## config.mk

```make
export PLATFORM = sky130hd
export DESIGN_NAME = fsq_sequencer
export DESIGN_NICKNAME = d
export VERILOG_FILES = /design/src/inc/fsq_pkg.sv /design/src/logic/fsq_pin_sync.sv /design/src/logic/fsq_sequencer.sv
export SDC_FILE = /design/constraint.sdc
export NUM_CORES = 2
export LEC_CHECK = 0
export BUFFER_PORTS_ARGS = -buffer_cell sky130_fd_sc_hd__buf_2
export CELL_PAD_IN_SITES_DETAIL_PLACEMENT = 1
export CELL_PAD_IN_SITES_GLOBAL_PLACEMENT = 1
export CORE_ASPECT_RATIO = 0.9
export CORE_MARGIN = 2
export CORE_UTILIZATION = 49
export CTS_CLUSTER_SIZE = 12
export DETAILED_ROUTE_END_ITERATION = 10
export PLACE_DENSITY = 0.73
export SLEW_MARGIN = 25
export SYNTH_ARGS = -nofsm -noshare
export SYNTH_HDL_FRONTEND = slang
export SYNTH_SLANG_ARGS = --single-unit
```

## constraint.sdc

```tcl
create_clock -name clk_in -period 4.78 [get_ports clk_in]
set_input_delay 0.717 -clock clk_in [delete_from_list [all_inputs] [get_ports clk_in]]
set_output_delay 0.717 -clock clk_in [all_outputs]
set_load 0.005 [all_outputs]
```

## src/inc/fsq_pkg.sv

```systemverilog
package fsq_pkg;

   // ---------------------------------------------
   // Command codes
   // ---------------------------------------------
   localparam logic [7:0] WRITE_ENABLE_CMD = 8'h06;
   localparam logic [7:0] SECTOR_ERASE_3BYTE_CMD = 8'h20;
   localparam logic [7:0] SECTOR_ERASE_4BYTE_CMD = 8'h21;
   localparam logic [7:0] BLOCK_ERASE_3BYTE_CMD = 8'hD8;
   localparam logic [7:0] BLOCK_ERASE_4BYTE_CMD = 8'hDC;
   localparam logic [7:0] CHIP_ERASE_CMD = 8'h60;
   localparam logic [7:0] CHIP_ERASE_ALT_CMD = 8'hC7;
   localparam logic [7:0] PAGE_WRITE_3BYTE_CMD = 8'h02;
   localparam logic [7:0] PAGE_WRITE_4BYTE_CMD = 8'h12;
   localparam logic [7:0] LOW_POWER_ENTER_CMD = 8'hB9;
   localparam logic [7:0] LOW_POWER_RELEASE_CMD = 8'hAB;
   localparam logic [7:0] SOFT_RESET_CMD = 8'h99;

   // ---------------------------------------------
   // Array geometry and timing
   // ---------------------------------------------
   localparam int CLK_PERIOD_NS = 25;
   localparam logic [31:0] SECTOR_MASK = 32'hFFFF_F000;
   localparam logic [31:0] BLOCK_MASK = 32'hFFFF_0000;
   localparam int BLOCK_SHIFT = 16;
   localparam logic [31:0] TOTAL_BLOCKS = 32'h0000_0800;
   localparam logic [3:0] BP_ALL_LEVEL = 4'hC;
   localparam int PAGE_BYTES = 256;

   // Erase extent reported to the array
   localparam logic [1:0] ERASE_SECTOR = 2'h0;
   localparam logic [1:0] ERASE_BLOCK = 2'h1;
   localparam logic [1:0] ERASE_CHIP = 2'h2;

   // Sequencer states
   typedef enum logic [4:0] {
      ST_IDLE = 5'h01,
      ST_ERASE = 5'h02,
      ST_PROG = 5'h04,
      ST_PD_WAIT = 5'h08,
      ST_PD = 5'h10
   } fsq_state_t;

endpackage : fsq_pkg

```

## src/logic/fsq_pin_sync.sv

```systemverilog
`timescale 1ns/1ps
// ---------------------------------------------
// Pin synchroniser and edge finder
// ---------------------------------------------
module fsq_pin_sync
   import fsq_pkg::*;
(
   input wire logic clk_in,
   input wire logic rst_in,
   input wire logic sclk_in,
   input wire logic cs_n_in,
   input wire logic [7:0] io_in,
   output logic sclk_out,
   output logic sclk_rise_out,
   output logic sclk_fall_out,
   output logic cs_n_out,
   output logic cs_rise_out,
   output logic cs_fall_out,
   output logic [7:0] io_out
);

   logic [9:0] meta_reg;
   logic [9:0] sync_reg;
   logic sclk_d_reg;
   logic cs_d_reg;

   // Two stages; only the second stage is looked at
   always_ff @(posedge clk_in)
   begin
      if (rst_in)
      begin
         meta_reg <= 10'h200;
         sync_reg <= 10'h200;
         sclk_d_reg <= 1'b0;
         cs_d_reg <= 1'b1;
      end
      else
      begin
         meta_reg <= {cs_n_in, sclk_in, io_in};
         sync_reg <= meta_reg;
         sclk_d_reg <= sync_reg[8];
         cs_d_reg <= sync_reg[9];
      end
   end

   // Edges from the second stage and its delayed copy
   assign sclk_out = sync_reg[8];
   assign cs_n_out = sync_reg[9];
   assign io_out = sync_reg[7:0];
   assign sclk_rise_out = sync_reg[8] & ~sclk_d_reg;
   assign sclk_fall_out = ~sync_reg[8] & sclk_d_reg;
   assign cs_rise_out = sync_reg[9] & ~cs_d_reg;
   assign cs_fall_out = ~sync_reg[9] & cs_d_reg;

endmodule : fsq_pin_sync

```

## src/logic/fsq_sequencer.sv

```systemverilog
`timescale 1ns/1ps
// How it works
// - Sector erase clears the whole 4K-byte sector that holds the address.
// - Addresses are four bytes for the 4-byte variants or in 4-byte or octal mode, else three.
// - Sector erase only runs if select rises right after the last address bit.
// - Sector erase sets busy, then clears busy and write-enable latch.
// - Sector erase of a block-protected region is not run.
// - Block erase clears the 64K-byte block; protected blocks are refused.
// - Block erase only runs if select rises right after the last address bit.
// - Block erase sets busy, then clears busy and write-enable latch.
// - Chip erase clears everything, busy during the cycle, latch cleared after.
// - Chip erase only runs if select rises right after the command byte.
// - Chip erase only runs when all four protect bits are zero.
// - Page write only clears bits; the last 256 bytes sent win.
// - Data past the page end wraps to the page start.
// - Up to 256 bytes land from the start offset; other bytes untouched.
// - Select must rise on a byte boundary, with clock low in double rate.
// - Page write sets busy, clears busy and latch; protected pages are skipped.
// - Power-down ignores all but release and software reset.
// - Power-down needs an exact one-byte frame and takes effect after a delay.
module fsq_sequencer
   import fsq_pkg::*;
#(
   parameter int SECTOR_ERASE_TIME_US = 100,
   parameter int BLOCK_ERASE_TIME_US = 200,
   parameter int ARRAY_ERASE_TIME_US = 400,
   parameter int PAGE_WRITE_TIME_US = 50,
   parameter int POWER_DOWN_ENTRY_DELAY_NS = 3000
)
(
   input wire logic clk_in,
   input wire logic rst_in,
   input wire logic sclk_in,
   input wire logic cs_n_in,
   input wire logic [7:0] io_in,
   input wire logic octal_single_rate_mode_in,
   input wire logic octal_double_rate_mode_in,
   input wire logic addr_4byte_mode_in,
   input wire logic [3:0] block_protect_bits_in,
   output logic write_in_progress_flag_out,
   output logic write_enable_latch_out,
   output logic low_power_out,
   output logic erase_go_out,
   output logic [1:0] erase_kind_out,
   output logic [31:0] erase_base_out,
   output logic array_wr_out,
   output logic [31:0] array_addr_out,
   output logic [7:0] array_data_out
);

   // ---------------------------------------------
   // Cycle counts
   // ---------------------------------------------
   // Least times, so every count rounds up
   localparam int SE_CYC = (SECTOR_ERASE_TIME_US * 1000 + CLK_PERIOD_NS - 1) / CLK_PERIOD_NS;
   localparam int BE_CYC = (BLOCK_ERASE_TIME_US * 1000 + CLK_PERIOD_NS - 1) / CLK_PERIOD_NS;
   localparam int CE_CYC = (ARRAY_ERASE_TIME_US * 1000 + CLK_PERIOD_NS - 1) / CLK_PERIOD_NS;
   localparam int PP_CYC = (PAGE_WRITE_TIME_US * 1000 + CLK_PERIOD_NS - 1) / CLK_PERIOD_NS;
   localparam int PD_CYC = (POWER_DOWN_ENTRY_DELAY_NS + CLK_PERIOD_NS - 1) / CLK_PERIOD_NS;

   // ---------------------------------------------
   // Helpers
   // ---------------------------------------------
   // Address byte count for a command
   function automatic logic [2:0] addr_len(input logic [7:0] cmd, input logic wide);
      logic [2:0] n;
      begin
         n = 3'h0;
         case (cmd)
            SECTOR_ERASE_3BYTE_CMD, BLOCK_ERASE_3BYTE_CMD, PAGE_WRITE_3BYTE_CMD:
               n = wide ? 3'h4 : 3'h3;
            SECTOR_ERASE_4BYTE_CMD, BLOCK_ERASE_4BYTE_CMD, PAGE_WRITE_4BYTE_CMD:
               n = 3'h4;
            default:
               n = 3'h0;
         endcase
         return n;
      end
   endfunction : addr_len

   // Top blocks protected, doubling per protect level
   function automatic logic is_protected(input logic [31:0] a, input logic [3:0] bp);
      logic [31:0] span;
      logic [31:0] blk;
      begin
         span = 32'h1 << (bp - 4'h1);
         blk = a >> BLOCK_SHIFT;
         if (bp == 4'h0)
            return 1'b0;
         else if (bp >= BP_ALL_LEVEL)
            return 1'b1;
         else
            return blk >= (TOTAL_BLOCKS - span);
      end
   endfunction : is_protected

   // ---------------------------------------------
   // Pin sampling
   // ---------------------------------------------
   logic sclk_s;
   logic sclk_rise;
   logic sclk_fall;
   logic cs_n_s;
   logic cs_rise;
   logic cs_fall;
   logic [7:0] io_s;

   fsq_pin_sync u_sync (
      .clk_in(clk_in),
      .rst_in(rst_in),
      .sclk_in(sclk_in),
      .cs_n_in(cs_n_in),
      .io_in(io_in),
      .sclk_out(sclk_s),
      .sclk_rise_out(sclk_rise),
      .sclk_fall_out(sclk_fall),
      .cs_n_out(cs_n_s),
      .cs_rise_out(cs_rise),
      .cs_fall_out(cs_fall),
      .io_out(io_s)
   );

   // ---------------------------------------------
   // Byte assembly
   // ---------------------------------------------
   fsq_state_t state_reg;
   logic octal;
   logic sample;
   logic byte_done;
   logic [7:0] byte_val;
   logic [2:0] bit_cnt_reg;
   logic [6:0] shift_reg;
   logic [15:0] byte_cnt_reg;
   logic [7:0] cmd_reg;
   logic [31:0] addr_reg;
   logic [2:0] an;
   logic [7:0] wr_ptr_reg;
   logic [PAGE_BYTES-1:0] valid_reg;
   logic [7:0] page_mem [PAGE_BYTES];

   // Double rate takes a byte on both edges
   assign octal = octal_single_rate_mode_in | octal_double_rate_mode_in;
   assign sample = ~cs_n_s & (sclk_rise | (octal_double_rate_mode_in & sclk_fall));
   assign byte_done = sample & (octal | (bit_cnt_reg == 3'h7));
   assign byte_val = octal ? io_s : {shift_reg, io_s[0]};
   assign an = addr_len(cmd_reg, addr_4byte_mode_in | octal);

   // Bit and byte counters, cleared per frame
   always_ff @(posedge clk_in)
   begin
      if (rst_in)
      begin
         bit_cnt_reg <= 3'h0;
         shift_reg <= 7'h00;
         byte_cnt_reg <= 16'h0000;
      end
      else if (cs_fall)
      begin
         bit_cnt_reg <= 3'h0;
         byte_cnt_reg <= 16'h0000;
      end
      else if (sample)
      begin
         shift_reg <= byte_val[6:0];
         bit_cnt_reg <= octal ? 3'h0 : bit_cnt_reg + 3'h1;
         // Saturate so very long streams stay counted as long
         if (byte_done && byte_cnt_reg != 16'hFFFF)
            byte_cnt_reg <= byte_cnt_reg + 16'h0001;
      end
   end

   // Command and address capture
   always_ff @(posedge clk_in)
   begin
      if (rst_in)
      begin
         cmd_reg <= 8'h00;
         addr_reg <= 32'h0000_0000;
      end
      else if (cs_fall)
         addr_reg <= 32'h0000_0000;
      else if (byte_done)
      begin
         if (byte_cnt_reg == 16'h0000)
            cmd_reg <= byte_val;
         else if (byte_cnt_reg <= 16'(an))
            addr_reg <= {addr_reg[23:0], byte_val};
      end
   end

   // ---------------------------------------------
   // Page buffer
   // ---------------------------------------------
   // Buffer is frozen while busy so the cycle in flight is safe
   always_ff @(posedge clk_in)
   begin
      if (rst_in)
      begin
         wr_ptr_reg <= 8'h00;
         valid_reg <= '0;
      end
      else if (state_reg == ST_IDLE)
      begin
         if (cs_fall)
            valid_reg <= '0;
         else if (byte_done && an != 3'h0)
         begin
            if (byte_cnt_reg == 16'(an))
               wr_ptr_reg <= byte_val;
            else if (byte_cnt_reg > 16'(an))
            begin
               wr_ptr_reg <= wr_ptr_reg + 8'h01;
               valid_reg[wr_ptr_reg] <= 1'b1;
            end
         end
      end
   end

   // Data storage, written only with the pointer above
   always_ff @(posedge clk_in)
   begin
      if (state_reg == ST_IDLE && byte_done && an != 3'h0 && byte_cnt_reg > 16'(an))
         page_mem[wr_ptr_reg] <= byte_val;
   end

   // ---------------------------------------------
   // Frame end decisions
   // ---------------------------------------------
   logic complete;
   logic exact_cmd;
   logic exact_addr;
   logic [15:0] data_cnt;
   logic prog_ok;
   logic is_se;
   logic is_be;
   logic is_ce;
   logic is_pp;
   logic wel_reg;
   logic start_se;
   logic start_be;
   logic start_ce;
   logic start_pp;
   logic start_pd;
   logic set_wel;
   logic release_pd;

   assign is_se = (cmd_reg == SECTOR_ERASE_3BYTE_CMD) | (cmd_reg == SECTOR_ERASE_4BYTE_CMD);
   assign is_be = (cmd_reg == BLOCK_ERASE_3BYTE_CMD) | (cmd_reg == BLOCK_ERASE_4BYTE_CMD);
   assign is_ce = (cmd_reg == CHIP_ERASE_CMD) | (cmd_reg == CHIP_ERASE_ALT_CMD);
   assign is_pp = (cmd_reg == PAGE_WRITE_3BYTE_CMD) | (cmd_reg == PAGE_WRITE_4BYTE_CMD);
   // byte boundary, and clock low in double rate
   assign complete = cs_rise & (bit_cnt_reg == 3'h0) & ~(octal_double_rate_mode_in & sclk_s);
   assign exact_cmd = complete & (byte_cnt_reg == 16'h0001);
   assign exact_addr = complete & (byte_cnt_reg == 16'(an) + 16'h0001);
   assign data_cnt = byte_cnt_reg - 16'(an) - 16'h0001;
   // minimum data and even count in double rate
   assign prog_ok = (byte_cnt_reg > 16'(an)) & (data_cnt != 16'h0000)
                  & ~(octal_double_rate_mode_in & (data_cnt[0] | addr_reg[0]));

   // Only an idle sequencer takes a command, or a powered-down one a release; a busy one ignores the frame
   always_comb
   begin
      start_se = 1'b0;
      start_be = 1'b0;
      start_ce = 1'b0;
      start_pp = 1'b0;
      start_pd = 1'b0;
      set_wel = 1'b0;
      release_pd = 1'b0;
      if (state_reg == ST_IDLE)
      begin
         set_wel = exact_cmd & (cmd_reg == WRITE_ENABLE_CMD);
         // latch gates erase; protected sector refused
         start_se = exact_addr & is_se & wel_reg & ~is_protected(addr_reg, block_protect_bits_in);
         start_be = exact_addr & is_be & wel_reg & ~is_protected(addr_reg, block_protect_bits_in);
         // command byte only; no protect bits
         start_ce = exact_cmd & is_ce & wel_reg & (block_protect_bits_in == 4'h0);
         start_pp = complete & is_pp & prog_ok & wel_reg & ~is_protected(addr_reg, block_protect_bits_in);
         start_pd = exact_cmd & (cmd_reg == LOW_POWER_ENTER_CMD);
      end
      else if (state_reg == ST_PD)
         // only release or reset act here
         release_pd = exact_cmd & ((cmd_reg == LOW_POWER_RELEASE_CMD) | (cmd_reg == SOFT_RESET_CMD));
   end

   // ---------------------------------------------
   // Write-enable latch
   // ---------------------------------------------
   logic done;

   // rejected frames leave the latch alone
   always_ff @(posedge clk_in)
   begin
      if (rst_in)
         wel_reg <= 1'b0;
      else if (set_wel)
         wel_reg <= 1'b1;
      else if (done)
         wel_reg <= 1'b0;
      else if (state_reg == ST_IDLE && exact_cmd && cmd_reg == SOFT_RESET_CMD)
         wel_reg <= 1'b0;
   end

   assign write_enable_latch_out = wel_reg;

   // ---------------------------------------------
   // Sequencer and timer
   // ---------------------------------------------
   logic [31:0] timer_reg;
   logic wip_reg;
   logic pd_reg;

   assign done = (timer_reg == 32'h0000_0001) & ((state_reg == ST_ERASE) | (state_reg == ST_PROG));

   always_ff @(posedge clk_in)
   begin
      if (rst_in)
      begin
         state_reg <= ST_IDLE;
         timer_reg <= 32'h0000_0000;
         wip_reg <= 1'b0;
         pd_reg <= 1'b0;
      end
      else
      begin
         case (state_reg)
            ST_IDLE:
            begin
               if (start_se || start_be || start_ce)
               begin
                  state_reg <= ST_ERASE;
                  wip_reg <= 1'b1;
                  timer_reg <= start_se ? 32'(SE_CYC) : (start_be ? 32'(BE_CYC) : 32'(CE_CYC));
               end
               else if (start_pp)
               begin
                  state_reg <= ST_PROG;
                  wip_reg <= 1'b1;
                  // Walk of the page needs its full length at least
                  timer_reg <= (PP_CYC > PAGE_BYTES) ? 32'(PP_CYC) : 32'(PAGE_BYTES + 1);
               end
               else if (start_pd)
               begin
                  state_reg <= ST_PD_WAIT;
                  timer_reg <= 32'(PD_CYC);
               end
            end
            ST_ERASE, ST_PROG:
            begin
               timer_reg <= timer_reg - 32'h0000_0001;
               if (done)
               begin
                  state_reg <= ST_IDLE;
                  wip_reg <= 1'b0;
               end
            end
            ST_PD_WAIT:
            begin
               // low power only after the entry delay
               timer_reg <= timer_reg - 32'h0000_0001;
               if (timer_reg == 32'h0000_0001)
               begin
                  state_reg <= ST_PD;
                  pd_reg <= 1'b1;
               end
            end
            ST_PD:
            begin
               if (release_pd)
               begin
                  state_reg <= ST_IDLE;
                  pd_reg <= 1'b0;
               end
            end
            default:
            begin
               state_reg <= ST_IDLE;
               wip_reg <= 1'b0;
               pd_reg <= 1'b0;
            end
         endcase
      end
   end

   assign write_in_progress_flag_out = wip_reg;
   assign low_power_out = pd_reg;

   // ---------------------------------------------
   // Array side
   // ---------------------------------------------
   logic [8:0] walk_reg;
   logic [23:0] page_reg;

   // Erase request, one pulse at cycle start
   always_ff @(posedge clk_in)
   begin
      if (rst_in)
      begin
         erase_go_out <= 1'b0;
         erase_kind_out <= ERASE_SECTOR;
         erase_base_out <= 32'h0000_0000;
      end
      else
      begin
         erase_go_out <= start_se | start_be | start_ce;
         if (start_se)
         begin
            erase_kind_out <= ERASE_SECTOR;
            erase_base_out <= addr_reg & SECTOR_MASK;
         end
         else if (start_be)
         begin
            erase_kind_out <= ERASE_BLOCK;
            erase_base_out <= addr_reg & BLOCK_MASK;
         end
         else if (start_ce)
         begin
            erase_kind_out <= ERASE_CHIP;
            erase_base_out <= 32'h0000_0000;
         end
      end
   end

   // Page walk: one write per filled page position, untouched bytes skipped
   always_ff @(posedge clk_in)
   begin
      if (rst_in)
      begin
         walk_reg <= 9'h100;
         page_reg <= 24'h00_0000;
         array_wr_out <= 1'b0;
         array_addr_out <= 32'h0000_0000;
         array_data_out <= 8'hFF;
      end
      else
      begin
         array_wr_out <= 1'b0;
         if (start_pp)
         begin
            walk_reg <= 9'h000;
            page_reg <= addr_reg[31:8];
         end
         else if (state_reg == ST_PROG && !walk_reg[8])
         begin
            walk_reg <= walk_reg + 9'h001;
            if (valid_reg[walk_reg[7:0]])
            begin
               // array ANDs this in, so bits only go to zero
               array_wr_out <= 1'b1;
               array_addr_out <= {page_reg, walk_reg[7:0]};
               array_data_out <= page_mem[walk_reg[7:0]];
            end
         end
      end
   end

endmodule : fsq_sequencer

```

==> metrics.md <==
| Metric | Value |
|---|---|
| Fill count | `18,689` |
| Final hold viol count | `0` |
| Max Cap Viol | `0` |
| Compound-Gate Fraction of Synth Area | `0.06342` |
| First-pass GRT wire length | `451,200 um` |
| DPL Wire Length | `195,600 um` |
| Num rows | `158` |
| Arrival @ worst endpoint | `5.28 ns` |
| Slowest-stage cell, CP | `nor2_1` |
| Gpl congestion | `0.8836` |
| Final Setup Violations | `0` |
| Yosys cell types | `105` |
| Most frequent cells in the layout | `edfxtp_1 (2,048), nor2_1 (566), dfxtp_1 (481), a21oi_1 (452), mux4_2 (422)` |
| Post-synthesis mux area share | `0.1369` |
| Area Overhead vs Synth | `12.47%` |
| Fraction of layout cells with a size suffix above 1 | `0.2081` |
| # port buffers | `85` |
| Post-DRT Antenna Nets | `0` |
| Synth Area in Adders | `0.004787` |
| Num ports | `98` |
| RSZ-0062 raised after global routing | `yes` |
| Worst EP required | `5.34 ns` |
| Crit path kind | `reg -> reg` |
| Final Cycle Share | `0.9883` |
| Deepest level of the CTS H-tree | `5` |
| Cells along the critical path | `or3_1, or4_1, nor2_1, a21oi_1, o21ai_0, nand2_1, buf_4, ha_1, a21oi_1, o21ai_0, a21oi_1, nor2_1, buf_4, buf_4, nand2_1, buf_4, nor2_1` |
| Number of global-route vias before repair | `61,365` |
| Die Ht | `434.5 um` |
| Ys flop type | `edfxtp_1` |
| Power per cell area | `397.2 mW/mm^2` |
| Vias per std cell | `6.573` |
| Xor/xnor share of the synthesized area | `0.002951` |
| Min-Delay Path Class | `in -> reg` |
| Hold Slack | `0.05293 ns` |
| Initial DRT Pass Iterations | `6` |
| Flop2flop setup slack | `0.06 ns` |
| Slew margin rel. | `0.2112` |
| Fmax | `211.7 MHz` |
| CTS Buffer Depth | `4` |
| Largest family of logic cells by synthesized area | `multiplexers` |
| VDD IR max | `0.3821 mV` |
| Critical path fanouts, max | `11` |
| Via count | `61,083` |
| Simple-Gate Fraction of Synth Area | `0.05707` |
| Largest net degree at the start of global routing | `209` |
| Commonest non-fill, non-tap cell in the layout | `edfxtp_1` |
| Worst Max-Slew Pin Slew | `1.180 ns` |
| Leakage | `34.97 nW` |
| DRT iter0 DRCs | `7,467` |
| GRT Residual Overflow | `0` |
| Worst path max stage delay | `0.78 ns` |
| DRC viols | `0` |
| Post-synth EDFFs | `2,048` |
| Part of the Yosys area used for sequential elements | `0.7066` |
| Final clock skew | `0.04567 ns` |
| Core Region | `0.2054 mm^2` |
| Root Buffer | `clkbuf_16` |
| CP delay by family, top | `simple AND/OR/NAND/NOR gates` |
| Clock slew at reported path FFs | `0.06 ns` |
| Avg Inst Size Synth | `16.30 um^2` |
| Syn Inst Count | `6,189` |
| CTS Buf Count | `275` |
| CTS Sinks | `2,537` |
| Total Die Area | `0.2096 mm^2` |
| Synth Cell Area | `0.1009 mm^2` |
| GRT Overall Usage | `0.2999` |
| DR WL/cell | `33.98 um` |
| Drt total wl | `315,800 um` |
| CP bufs+invs | `4` |
| Antenna violations before repair | `11` |
| Clk_lat worst skew | `0.93 ns` |
| Final worst path period need | `4.724 ns` |
| Die width | `482.3 um` |
| Pins Over Slew Limit | `0` |
| Nets@finish | `6,494` |
| Synth Warn # | `0` |
| FFs w/ async S/R, synth | `0` |
| Status | `completed` |
| Crit start category | `flop` |
| CTS tree | `built` |
| Total power | `0.04507 W` |
| Largest register FFs | `2,048` |
| Crit end category | `flop` |
| Critical Path Most Common Cell | `buf_4` |
| Yosys reg bits | `2,537` |
| Starting density of the core | `0.4912` |
cells by family (layout without fill, tap and decap cells):
kind of cell / count (synthesis) / count (layout)
mux: 782 / 782
other cells: 1 / 27
xor+xnor: 34 / 34
flops: 2537 / 2537
buf+inv: 473 / 831
fa+ha+maj: 38 / 38
simple gates: 1315 / 1315
compound gates: 1009 / 1009
cells in the mapped netlist (65+ instances only):
master / instances / share of area
edfxtp_1: 2048 / 0.61
nand2_1: 262 / 0.0097
dfxtp_1: 489 / 0.097
buf_2: 84 / 0.0042
nor2_1: 721 / 0.027
mux4_2: 422 / 0.094
a211oi_1: 70 / 0.0052
clkbuf_1: 205 / 0.0076
o21ai_0: 99 / 0.0049
mux2i_1: 309 / 0.031
nand3_1: 65 / 0.0032
a22oi_1: 71 / 0.0053
a21oi_1: 452 / 0.022
layer usage:
| layer | vias to the layer above | share of wire | global-route usage |
|---|---|---|---|
| met5 | - | 0.00036 | 0 |
| met4 | 14 | 0.042 | 0.1277 |
| met3 | 726 | 0.11 | 0.06942 |
| met2 | 3671 | 0.46 | 0.4568 |
| met1 | 31973 | 0.39 | 0.4166 |
| li1 | 24699 | - | - |
layout make-up:
cell class | count | area, um^2 | area share
clock buffers | 361 | 7451 | 0.06566
repair buffers | 389 | 3457 | 0.03047
clock inverters | 37 | 241.5 | 0.002128
flip-flops and latches | 2537 | 71310 | 0.6285
diodes | 15 | 37.54 | 0.0003308
well taps | 2720 | 3403 | 0.02999
multi-input cells | 3190 | 27370 | 0.2412
inverters | 44 | 200.2 | 0.001764
metrics by stage:
stage,setup TNS (ns),utilization,area [um^2],worst slack [ns],instances
5_1_grt,-26.47,0.5523,113400,-0.1816,9278
3_3_place_gp,-91.57,0.5115,105100,-0.3928,8860
4_1_cts,0,0.5495,112900,0.005076,9268
3_5_place_dp,-1.461,0.5116,105100,-0.1031,8861
6_report,0,0.5524,113500,0.05580,9293
2_1_floorplan,-129.58,-,101000,-0.2591,6200
where the power goes:
part	leakage [nW]	internal, W	switching (W)
registers	22.2	0.0239	0.000110
clock network	3.74	0.0109	0.00830
logic	9.07	0.000645	0.00125
final timing paths:
check / to / start / cells past startpoint
hold reg to reg: u_sync.sync_reg[9] / u_sync.meta_reg[9] / 1
setup reg to reg: page_mem[228][7] / cmd_reg[7] / 17
hold / removal: u_sync.meta_reg[3] / io_in[3] / 2
setup / recovery: page_mem[228][7] / cmd_reg[7] / 17
repair_timing:
action | in CTS | in global routing
setup endpoints to repair | 16 | 1534
hold buffers | 9 | 0
resized for setup | 2 | 145
pin swaps | 0 | 1
cloned | 0 | 0
hold endpoints to repair | 9 | 0
buffers inserted | 0 | 7
Note: power is estimated with default switching activity, not from simulation.
